==> config.mk <==
export PLATFORM = sky130hd
export DESIGN_NAME = bims_mode_select
export DESIGN_NICKNAME = d
export VERILOG_FILES = /design/src/verilog/bims_pkg.sv /design/src/verilog/bims_presc.sv /design/src/verilog/bims_mode_select.sv
export SDC_FILE = /design/constraint.sdc
export NUM_CORES = 1
export LEC_CHECK = 0
export BUFFER_PORTS_ARGS = -buffer_cell sky130_fd_sc_hd__buf_2
export CAP_MARGIN = 40
export CORE_MARGIN = 2
export CORE_UTILIZATION = 30
export DETAILED_ROUTE_END_ITERATION = 8
export GPL_ROUTABILITY_DRIVEN = 0
export PLACE_DENSITY = 0.54
export SYNTH_ARGS = -nofsm -noshare
export SYNTH_HDL_FRONTEND = slang
export SYNTH_SLANG_ARGS = --single-unit
==> constraint.sdc <==
create_clock -name i_clock -period 5.4 [get_ports i_clock]
set_input_delay 1.35 -clock i_clock [delete_from_list [all_inputs] [get_ports i_clock]]
set_output_delay 1.35 -clock i_clock [all_outputs]
set_load 0.02 [all_outputs]
==> src/verilog/bims_pkg.sv <==
// Constants, modes and timing figures for the boot and interface mode select
package bims_pkg;

    // Host-side command interface choices
    typedef enum logic [1:0] {
        BIMS_IF_UART,
        BIMS_IF_SPI,
        BIMS_IF_FIFO
    } bims_if_t;

    // Reset-time sequencing states
    typedef enum logic [1:0] {
        BIMS_ST_RESET,
        BIMS_ST_SETTLE,
        BIMS_ST_RUN
    } bims_state_t;

    // Clock figures in kHz
    localparam int unsigned BIMS_REF_KHZ = 12000;
    localparam int unsigned BIMS_SYS_KHZ = 100000;
    localparam int unsigned BIMS_CLK48_KHZ = 48000;
    localparam int unsigned BIMS_CLK24_KHZ = 24000;

    // Baud range limits
    localparam int unsigned BIMS_BAUD_MIN = 300;
    localparam int unsigned BIMS_BAUD_MAX = 1000000;
    localparam int unsigned BIMS_BAUD_BOOT = 115200;

    // Prescaler width and reset value (divisor of 48 MHz clock)
    localparam int BIMS_PRESC_W = 20;
    localparam logic [19:0] BIMS_PRESC_RST =
        20'(BIMS_CLK48_KHZ * 1000 / BIMS_BAUD_BOOT);
    localparam logic [19:0] BIMS_PRESC_MIN =
        20'(BIMS_CLK48_KHZ * 1000 / BIMS_BAUD_MAX);

    // Bootstrap ROM size in bytes and its address width
    localparam int BIMS_BOOT_ROM_BYTES = 512;
    localparam int BIMS_BOOT_AW = 9;
    localparam int BIMS_BOOT_SELECT_N_AW = 16;

    // Settle delay after reset release before pin functions turn on
    localparam int BIMS_SETTLE_CYC = 4;
    localparam logic [2:0] BIMS_SETTLE_LAST = 3'(BIMS_SETTLE_CYC - 1);

    // System timer period: 1 ms at the system clock
    localparam int unsigned BIMS_TICK_US = 1000;
    localparam int unsigned BIMS_TICK_CYC =
        BIMS_TICK_US * (BIMS_SYS_KHZ / 1000);

    // Fractional step for 48 MHz and 24 MHz enables off the system clock
    localparam logic [7:0] BIMS_STEP48 = 8'h7B;
    localparam logic [7:0] BIMS_STEP24 = 8'h3D;

endpackage : bims_pkg

==> src/verilog/bims_presc.sv <==
// UART prescaler: divides a clock enable down to the UART master tick
`timescale 1ns/100ps

module bims_presc
    import bims_pkg::*;
(
    input wire logic i_clock,
    input wire logic i_rst_n,
    input wire logic i_tick_in,
    input wire logic [BIMS_PRESC_W-1:0] i_divisor,
    output logic o_tick
);

    ////////////////////////////////////////////////////////////////////////
    // Divider state
    logic [BIMS_PRESC_W-1:0] count_ff; // Counts input ticks
    logic [BIMS_PRESC_W-1:0] nxt_count;
    logic tick_ff; // Registered output pulse
    logic nxt_tick;
    logic [BIMS_PRESC_W-1:0] div_eff; // Divisor clamped to 1 Mbaud
    logic wrap; // Last input tick of a period

    // Clamp caps rate at 1 Mbaud, the top of the supported span
    assign div_eff = (i_divisor < BIMS_PRESC_MIN) ? BIMS_PRESC_MIN
                                                  : i_divisor;
    assign wrap = i_tick_in && (count_ff >= div_eff - 1'b1);
    assign nxt_count = wrap ? '0
                     : (i_tick_in ? count_ff + 1'b1 : count_ff);
    assign nxt_tick = wrap;

    ////////////////////////////////////////////////////////////////////////
    // Counter register
    always_ff @(posedge i_clock)
    begin
        if (!i_rst_n)
        begin
            count_ff <= '0;
            tick_ff <= 1'b0;
        end
        else
        begin
            count_ff <= nxt_count;
            tick_ff <= nxt_tick;
        end
    end

    assign o_tick = tick_ff;

endmodule // bims_presc

==> src/verilog/bims_mode_select.sv <==
// Reset-time interface and boot mode selection with clock enables
`timescale 1ns/100ps

// How it works
// Exactly one of UART, SPI, FIFO active; the code drives none of them until the latched mode is valid
// Straps decode: UU UART, UD SPI, DU FIFO, DD UART
// Straps sampled only during reset; latches sample them from reset release until run
// FIFO mode drives low strap as output
// Host holds boot select low, pulses reset
// Host holds boot select high, pulses reset
// Boot low at reset runs 512-byte ROM
// Blank part loads over UART only
// Host updater runs at least 115200 baud
// Make 24 and 48 MHz enables
// Adjustable prescaler spans 300 baud to 1 Mbaud
// System timer gives periodic interrupt
// Straps undriven until latched mode valid
module bims_mode_select
    import bims_pkg::*;
(
    input wire logic i_clock,
    input wire logic i_rst_n,
    input wire logic i_boot_select_n,
    input wire logic i_mode_strap_low,
    input wire logic i_mode_strap_high,
    input wire logic i_flash_blank,
    input wire logic i_usb_upgrade_req,
    input wire logic i_strap_low_out,
    input wire logic [BIMS_PRESC_W-1:0] i_presc_divisor,
    input wire logic [BIMS_BOOT_SELECT_N_AW-1:0] i_fetch_addr,
    output logic o_mode_strap_low,
    output logic o_mode_strap_low_oe,
    output logic o_mode_strap_high,
    output logic o_mode_strap_high_oe,
    output logic o_if_uart,
    output logic o_if_spi,
    output logic o_if_fifo,
    output logic o_mode_valid,
    output logic o_boot_mode,
    output logic o_fetch_from_rom,
    output logic [BIMS_BOOT_AW-1:0] o_rom_addr,
    output logic o_uart_load_en,
    output logic o_usb_load_en,
    output logic o_clk48_en,
    output logic o_clk24_en,
    output logic o_uart_tick,
    output logic o_timer_irq
);

    ////////////////////////////////////////////////////////////////////////
    // Pin synchronisers: three stages, second and third must agree
    logic [2:0] sync_lo_ff; // Low strap pipe
    logic [2:0] sync_hi_ff; // High strap pipe
    logic [2:0] sync_bt_ff; // Boot select pipe
    logic lo_ff; // Filtered low strap
    logic hi_ff; // Filtered high strap
    logic bt_ff; // Filtered boot select
    logic nxt_lo;
    logic nxt_hi;
    logic nxt_bt;

    // Accept a change only when stages two and three agree
    assign nxt_lo = (sync_lo_ff[1] == sync_lo_ff[2]) ? sync_lo_ff[2] : lo_ff;
    assign nxt_hi = (sync_hi_ff[1] == sync_hi_ff[2]) ? sync_hi_ff[2] : hi_ff;
    assign nxt_bt = (sync_bt_ff[1] == sync_bt_ff[2]) ? sync_bt_ff[2] : bt_ff;

    // Synchroniser pipes keep shifting through reset
    always_ff @(posedge i_clock)
    begin
        sync_lo_ff <= {sync_lo_ff[1:0], i_mode_strap_low};
        sync_hi_ff <= {sync_hi_ff[1:0], i_mode_strap_high};
        sync_bt_ff <= {sync_bt_ff[1:0], i_boot_select_n};
        lo_ff <= nxt_lo;
        hi_ff <= nxt_hi;
        bt_ff <= nxt_bt;
    end

    ////////////////////////////////////////////////////////////////////////
    // Strap decode
    bims_if_t strap_mode; // Mode the straps ask for now

    // Both-down falls back to UART
    assign strap_mode = (hi_ff && !lo_ff) ? BIMS_IF_SPI
                      : (!hi_ff && lo_ff) ? BIMS_IF_FIFO
                      : BIMS_IF_UART;

    ////////////////////////////////////////////////////////////////////////
    // Sequencer and latches
    bims_state_t state_ff; // Reset sequencing state
    bims_state_t nxt_state;
    bims_if_t mode_ff; // Latched interface mode
    bims_if_t nxt_mode;
    logic boot_ff; // Latched bootloader flag
    logic nxt_boot;
    logic [2:0] settle_ff; // Settle counter after release
    logic [2:0] nxt_settle;

    // Latches track straps from reset release until run, freeze in run
    assign nxt_mode = (state_ff == BIMS_ST_RUN) ? mode_ff : strap_mode;
    assign nxt_boot = (state_ff == BIMS_ST_RUN) ? boot_ff : !bt_ff;

    // Settle counter runs only while settling
    assign nxt_settle = (state_ff == BIMS_ST_SETTLE) ? settle_ff + 3'h1
                                                     : 3'h0;

    // Step from reset through settle into run
    always_comb
    begin
        nxt_state = state_ff;
        case (state_ff)
            BIMS_ST_RESET:
                nxt_state = BIMS_ST_SETTLE;
            BIMS_ST_SETTLE:
                // Wait for pipes to carry released-reset strap levels
                if (settle_ff == BIMS_SETTLE_LAST)
                    nxt_state = BIMS_ST_RUN;
            default:
                nxt_state = BIMS_ST_RUN;
        endcase
    end

    // State and latch registers
    always_ff @(posedge i_clock)
    begin
        if (!i_rst_n)
        begin
            state_ff <= BIMS_ST_RESET;
            mode_ff <= BIMS_IF_UART;
            boot_ff <= 1'b0;
            settle_ff <= 3'h0;
        end
        else
        begin
            state_ff <= nxt_state;
            mode_ff <= nxt_mode;
            boot_ff <= nxt_boot;
            settle_ff <= nxt_settle;
        end
    end

    ////////////////////////////////////////////////////////////////////////
    // Mode outputs
    logic valid; // Latched mode is final

    assign valid = (state_ff == BIMS_ST_RUN);
    assign o_mode_valid = valid;
    // One-hot select, none before valid
    assign o_if_uart = valid && (mode_ff == BIMS_IF_UART);
    assign o_if_spi = valid && (mode_ff == BIMS_IF_SPI);
    assign o_if_fifo = valid && (mode_ff == BIMS_IF_FIFO);
    assign o_boot_mode = valid && boot_ff;

    // Strap pins: low strap driven only in FIFO mode once valid
    assign o_mode_strap_low_oe = o_if_fifo;
    assign o_mode_strap_high_oe = 1'b0;
    assign o_mode_strap_high = 1'b0;

    // Low strap output data from flip-flop
    logic strap_out_ff; // Registered pin data
    always_ff @(posedge i_clock)
    begin
        if (!i_rst_n)
            strap_out_ff <= 1'b0;
        else
            strap_out_ff <= i_strap_low_out;
    end
    assign o_mode_strap_low = strap_out_ff;

    ////////////////////////////////////////////////////////////////////////
    // Program fetch steering and firmware load paths
    // Boot mode fetches from the bootstrap ROM window
    assign o_fetch_from_rom = o_boot_mode;
    assign o_rom_addr = i_fetch_addr[BIMS_BOOT_AW-1:0];
    // Loading over UART only in boot mode with UART active
    assign o_uart_load_en = o_boot_mode && o_if_uart;
    // USB upgrade only on a device that holds firmware
    assign o_usb_load_en = valid && !i_flash_blank
                           && i_usb_upgrade_req;

    ////////////////////////////////////////////////////////////////////////
    // 48 MHz and 24 MHz enables by phase accumulation
    logic [7:0] acc48_ff; // 48 MHz phase
    logic [7:0] acc24_ff; // 24 MHz phase
    logic [8:0] sum48;
    logic [8:0] sum24;
    logic en48_ff; // 48 MHz enable pulse
    logic en24_ff; // 24 MHz enable pulse

    assign sum48 = {1'b0, acc48_ff} + {1'b0, BIMS_STEP48};
    assign sum24 = {1'b0, acc24_ff} + {1'b0, BIMS_STEP24};

    // Carry out marks one enable
    always_ff @(posedge i_clock)
    begin
        if (!i_rst_n)
        begin
            acc48_ff <= 8'h00;
            acc24_ff <= 8'h00;
            en48_ff <= 1'b0;
            en24_ff <= 1'b0;
        end
        else
        begin
            acc48_ff <= sum48[7:0];
            acc24_ff <= sum24[7:0];
            en48_ff <= sum48[8];
            en24_ff <= sum24[8];
        end
    end
    assign o_clk48_en = en48_ff;
    assign o_clk24_en = en24_ff;

    ////////////////////////////////////////////////////////////////////////
    // UART prescaler off the 48 MHz enable
    bims_presc u_presc (
        .i_clock(i_clock),
        .i_rst_n(i_rst_n),
        .i_tick_in(en48_ff),
        .i_divisor(i_presc_divisor),
        .o_tick(o_uart_tick)
    );

    ////////////////////////////////////////////////////////////////////////
    // System timer
    logic [16:0] tmr_ff; // Timer count
    logic [16:0] nxt_tmr;
    logic irq_ff; // Periodic pulse
    logic tmr_wrap;

    assign tmr_wrap = (tmr_ff == 17'(BIMS_TICK_CYC - 1));
    assign nxt_tmr = tmr_wrap ? 17'h00000 : tmr_ff + 17'h00001;

    // Free-running period counter
    always_ff @(posedge i_clock)
    begin
        if (!i_rst_n)
        begin
            tmr_ff <= 17'h00000;
            irq_ff <= 1'b0;
        end
        else
        begin
            tmr_ff <= nxt_tmr;
            irq_ff <= tmr_wrap;
        end
    end
    assign o_timer_irq = irq_ff;

endmodule // bims_mode_select

==> results.toml, run 1 <==
[outcome]
status = "completed"

[clock_tree]
cts.reportedPaths.clkPinSlew_ns = 0.06
clock_sinks = 78
numCtsBuffers = 9
htreeDepth = 3
cts_buffer_depth = 2
insertion_delay_ns = 0.33
postCtsHoldBufs = 0
cts_tree = "yes"
post_cts_buffers = 0
root_buffer = "clkbuf_16"
post_cts_resized = 0

[min_path]
hold_path.class = "flop to flop"
holdPathStages = 0
min_to = "sync_hi_ff[1]"
hold_start = "sync_hi_ff[0]"

[route]
remaining_drc_errors = 0
wirelength_mm = 7.65
vias = 3127
ant_nets = 0
wl_per_cell_um = 11.4
routed_via_density = 4.65
drt_iter0_markers = 89
firstDrtPassIters = 4

[yosys]
ys_types = 52
yosys.area.top_type_share_pct = 36.8
synth_ff_type = "dfxtp_1"
synth.area.top_cells = "dfxtp_1 37%, ha_1 8.3%, xnor2_1 7.1%, nor2_1 4.5%, xor2_1 4.5%"
synth.ff_latch_count = 78
yosysSeqAreaShare_pct = 39.0
syn_avg_cell_area_um2 = 8.95
netlist_area_um2 = 4080
async_flop_share_pct = 0
synth_cells = 456
synth_area_leader_cell = "dfxtp_1"
synth_edf_count = 3
yosysWarningCount = 0

[power_and_ir_drop]
p_total_mw = 1.42
power.density_nw_per_um2 = 301
peakVddDrop_uv = 176
p_leak_nw = 1.92

[worst_setup_path]
r2r_slack_ns = 3.30
end_kind = "flop"
start_kind = "input pin"
path_class = "input pin to flop"
cp.required_ns = 5.67
crit_path_max_fanout = 18
crit_start = "i_presc_divisor[11]"
worst-r2r-cell-count = 8
r2r-start = "u_presc.count_ff[0]"
rr_endpoint = "u_presc.count_ff[16]"
cp_data_arrival_time_ns = 5.15

[sta]
worstMarginPinSlew_ns = 0.830
clock.fmax_ghz = 0.205
clock_skew_ns = 0.00349
slew_violations = 0
hold_viol_final = 0
rsz0062_at_grt = "no"
setup_viol = 0
period_share_pct = 90.3
min_period_ns = 4.87
setup_tns_ns = 0
worst_slack_ns = 0.526
maxSlewHeadroom_pct = 44.7

[die]
coreArea_um2 = 13200
start_util_pct = 30.8
rows = 42
die_area_um2 = 14500
die_y_um = 121
dieWidth_um = 121
io_pins = 69

[grt]
grt_pass1_wl_mm = 13.1
grt_pass1_vias = 2913
grt-ovfl-total = 0
grtUsageTotal_pct = 11.2
antenna_found_initial = 0
grt_start_max_net_pins = 54

[layout]
area_growth_pct = 16.0
layout.nets = 562
antennaDiodeCount = 0
fin_area_um2 = 4730
final_common_cell = "dfxtp_1"
drive_gt1_share_pct = 14.9
final_cell_mix = "75 x dfxtp_1, 49 x nor2_1, 41 x buf_2"
fill_cells = 1400

[run]
max-cap-violations = 0

[placed_design]
post-place-ws_ns = 0.165
dpl_cell_area_um2 = 4410
io_buffers = 41
dp_hpwl_mm = 5.66
[worst max-delay path, stage by stage]
cell	delay, ns
buf_2	0.12
nor4_2	0.36
nand4b_2	0.17
or4_4	0.55
nand2_1	0.12
ha_1	0.16
and2_1	0.14
o211ai_1	0.12
buf_4	0.18
nor3_1	0.17
xnor2_1	0.12
ha_1	0.30
and4_1	0.21
nor3b_1	0.27
nand4_1	0.20
a41oi_2	0.29
buf_12	0.18
and2_1	0.13
[metal layers]
layer / part of all wire (%) / GRT usage (%) / up-vias
met5: 0 / 0 / -
met1: 47 / 14.3 / 1421
li1: - / - / 1643
met4: 1.6 / 4.43 / 0
met3: 4.8 / 3.49 / 16
met2: 47 / 17.4 / 47
[power breakdown]
group          total (mW)  internal, mW  switching, mW
Sequential          0.652         0.622         0.0306
Clock               0.624         0.406          0.218
Combinational       0.148        0.0739         0.0739
[cells in the mapped netlist (2+ instances only)]
cell / instances
xor2_1: 21
dfxtp_1: 75
nand3b_1: 4
ha_1: 27
and4_1: 6
nor2_1: 49
nand2b_1: 6
a21oi_1: 12
inv_1: 10
nand4b_1: 2
o211ai_1: 3
and2_1: 20
a21boi_0: 4
nor2b_1: 7
nor3_1: 16
nand3_1: 16
clkbuf_1: 6
nor4_2: 2
o21ai_0: 16
nand2_1: 39
nor3b_1: 11
or4b_1: 2
edfxtp_1: 3
or3_1: 3
buf_4: 14
xnor2_1: 33
nor4_1: 7
nand4_1: 12
and3_1: 7
[worst max path at each step]
stage,end,depth (start not counted)
floorplan,u_presc.count_ff[10],16
global placement,u_presc.o_tick,18
detailed placement,u_presc.o_tick,18
CTS,u_presc.o_tick,18
global route,u_presc.o_tick,18
finish,u_presc.o_tick,18
[logic make-up (layout without fill, tap and decap cells)]
kind of cell             Yosys count  after routing  share of synthesized area [%]
multiplexers                       1              1                          0.276
other                              1              2                         0.0919
AND/OR/NAND/NOR                  217            217                           29.0
XOR/XNOR                          55             55                           12.0
buffers and inverters             33             72                           4.54
AO/OA/AOI/OAI                     44             44                           6.78
flip-flops                        78             78                           39.0
adder cells (fa/ha/maj)           27             27                           8.28
[sequential cells by signal (all words and copies together), names as in the netlist]
register / flops
hi_ff: 1
sync_lo_ff: 3
bt_ff: 1
o_mode_strap_low: 1
state_ff: 2
acc48_ff: 8
sync_bt_ff: 3
mode_ff: 2
o_clk48_en: 1
lo_ff: 1
sync_hi_ff: 3
u_presc.count_ff: 20
tmr_ff: 17
o_clk24_en: 1
settle_ff: 3
u_presc.o_tick: 1
acc24_ff: 8
o_timer_irq: 1
boot_ff: 1
[layout make-up]
type	count	area (µm²)	area share [%]
multi-input combinational	346	2310	48.8
sequential	78	1590	33.6
inverter	10	37.5	0.793
tap	176	220	4.65
clock inverter	3	40.0	0.846
timing repair buffer	46	255	5.39
clock buffer	13	280	5.92
[through the flow]
stage          hold slack (ns)  utilization, %  cells
2_1_floorplan            0.310               -    457
3_3_place_gp             0.310            33.3    656
3_5_place_dp             0.312            33.3    656
4_1_cts                  0.325            35.7    672
5_1_grt                  0.329            35.7    672
6_report                 0.325            35.7    672
(Power assumes the default switching activity.)
==> run 2: changes to the inputs <==
==> constraint.sdc (replaced) <==
create_clock -name i_clock -period 5.4 [get_ports i_clock]
set_input_delay 0 -clock i_clock [delete_from_list [all_inputs] [get_ports i_clock]]
set_output_delay 0 -clock i_clock [all_outputs]
set_load 0.02 [all_outputs]
==> results.toml, run 2 (synthesized netlist as in run 1, its figures left out) <==
[layout]
largest_reg_flops = 20
reg_top3 = "u_presc.count_ff x20, tmr_ff x17"
layout.nets = 561
finalNonFillerCells = 669
fill_cells = 1398
antennaDiodeCount = 0
final_cell_mix = "75 x dfxtp_1, 49 x nor2_1, 41 x buf_2"
area_growth_pct = 14.2
final_common_cell = "dfxtp_1"
drive_gt1_share_pct = 13.2
fin_util_pct = 35.2
fin_area_um2 = 4660
top_register = "u_presc.count_ff"

[worst_setup_path]
path_class = "input pin to flop"
cp.required_ns = 5.62
crit_chain = "buf_2, nor4_2, nand4b_2, or4_4, nand2_1, ha_1, and2_1, o211ai_1, nor4_1, xnor2_1, ha_1, a21oi_1, nand2_1, a221oi_1, a41oi_2, and2_1"
crit_start = "i_presc_divisor[11]"
start_kind = "input pin"
critical-path-top-delay-family = "simple AND/OR/NAND/NOR gates"
r2r-start = "u_presc.count_ff[15]"
crit_path_max_fanout = 18
slowest_stage = "or4_4"
path_buf_inv = 1
max_stage_delay_ns = 0.57
end_kind = "flop"
cp_data_arrival_time_ns = 4.53

[sta]
worst_slack_ns = 1.09
worstMarginPinSlew_ns = 0.869
clock_skew_ns = 0.00719
hold_viol_final = 0
whs_ns = 0.00000881
setup_tns_ns = 0
period_share_pct = 79.8
clock.fmax_ghz = 0.232
slew_violations = 0
min_period_ns = 4.31
rsz0062_at_grt = "no"
maxSlewHeadroom_pct = 42.1
setup_viol = 0

[route]
vias = 3148
wirelength_mm = 7.62
wl_per_cell_um = 11.4
ant_nets = 0
routed_via_density = 4.71
firstDrtPassIters = 4
remaining_drc_errors = 0
drt_iter0_markers = 134

[power_and_ir_drop]
peakVddDrop_uv = 245
power.density_nw_per_um2 = 285
p_int_mw = 1.01
p_leak_nw = 1.88
p_total_mw = 1.33
p_sw_mw = 0.314
share_seq_of_total_power_pct = 49.0
pwr-share-comb_pct = 11.2
clkPwrFrac_pct = 39.8
switching_share_pct = 23.6

[clock_tree]
root_buffer = "clkbuf_16"
post_cts_resized = 0
post_cts_buffers = 0
insertion_delay_ns = 0.33
numCtsBuffers = 9
cts_tree = "yes"
htreeDepth = 3
clock_sinks = 78
cts.reportedPaths.clkPinSlew_ns = 0.06
cts_buffer_depth = 2

[die]
io_pins = 69
die_y_um = 121
die_area_um2 = 14500
rows = 42
start_util_pct = 30.8
dieWidth_um = 121
coreArea_um2 = 13200

[grt]
grt-ovfl-total = 0
grt_pass1_vias = 2946
antenna_found_initial = 0
grtUsageTotal_pct = 11.1
grt_start_max_net_pins = 54
grt_pass1_wl_mm = 13.1

[placed_design]
io_buffers = 41
post-place-ws_ns = 0.699
dpl.cell_count = 651
dp_hpwl_mm = 5.63
dpl_cell_area_um2 = 4360

[min_path]
hold_path.class = "input pin to primary output"
hold_start = "i_fetch_addr[1]"

[run]
max-cap-violations = 0

[outcome]
status = "completed"
==> run 2: path summary, 6_finish.rpt <==
kind / end / slack [ns] / cells past startpoint
max reg2reg: u_presc.o_tick / 2.88 / 6
min reg2reg: sync_bt_ff[1] / 0.32 / 0
max: u_presc.o_tick / 1.09 / 16
min: o_rom_addr[1] / 0.000009 / 0
==> run 2: cell type report <==
cell class	count	area, µm²	area share, %
multi-input combinational	346	2310	49.5
timing repair buffer	45	245	5.26
sequential	78	1590	34.2
inverter	10	37.5	0.806
clock buffer	12	246	5.29
tap	176	220	4.73
clock inverter	2	10.0	0.215
==> run 2: routing by layer <==
layer	global-route usage [%]	wire (µm)	vias up
met5	0	0	-
met4	3.49	85	0
met3	4.25	458	11
met2	18.1	3600	45
met1	13.4	3480	1455
li1	-	-	1637
==> run 2: power groups by stage <==
| stage | Sequential [mW] | Clock [mW] | Combinational [mW] |
|---|---|---|---|
| floorplan | 0.661 | 0 | 0.119 |
| global placement | 0.661 | 0 | 0.142 |
| global route | 0.658 | 0.571 | 0.172 |
| detailed placement | 0.664 | 0 | 0.147 |
| finish | 0.651 | 0.528 | 0.148 |
| CTS | 0.652 | 0.548 | 0.151 |
==> run 2: worst reg2reg max path, delay by kind of cell, from the launching register on <==
kind                       cells  cell delay [ns]
AOI/OAI and AO/OA              2             1.12
and+or+nand+nor                3             0.58
DFF                            1             0.42
adders and majority gates      1             0.30
==> run 2: what timing repair did <==
| action | in CTS | in global routing |
|---|---|---|
| setup endpoints to repair | 0 | 0 |
| hold buffers | 4 | 0 |
| hold endpoints to repair | 4 | 0 |
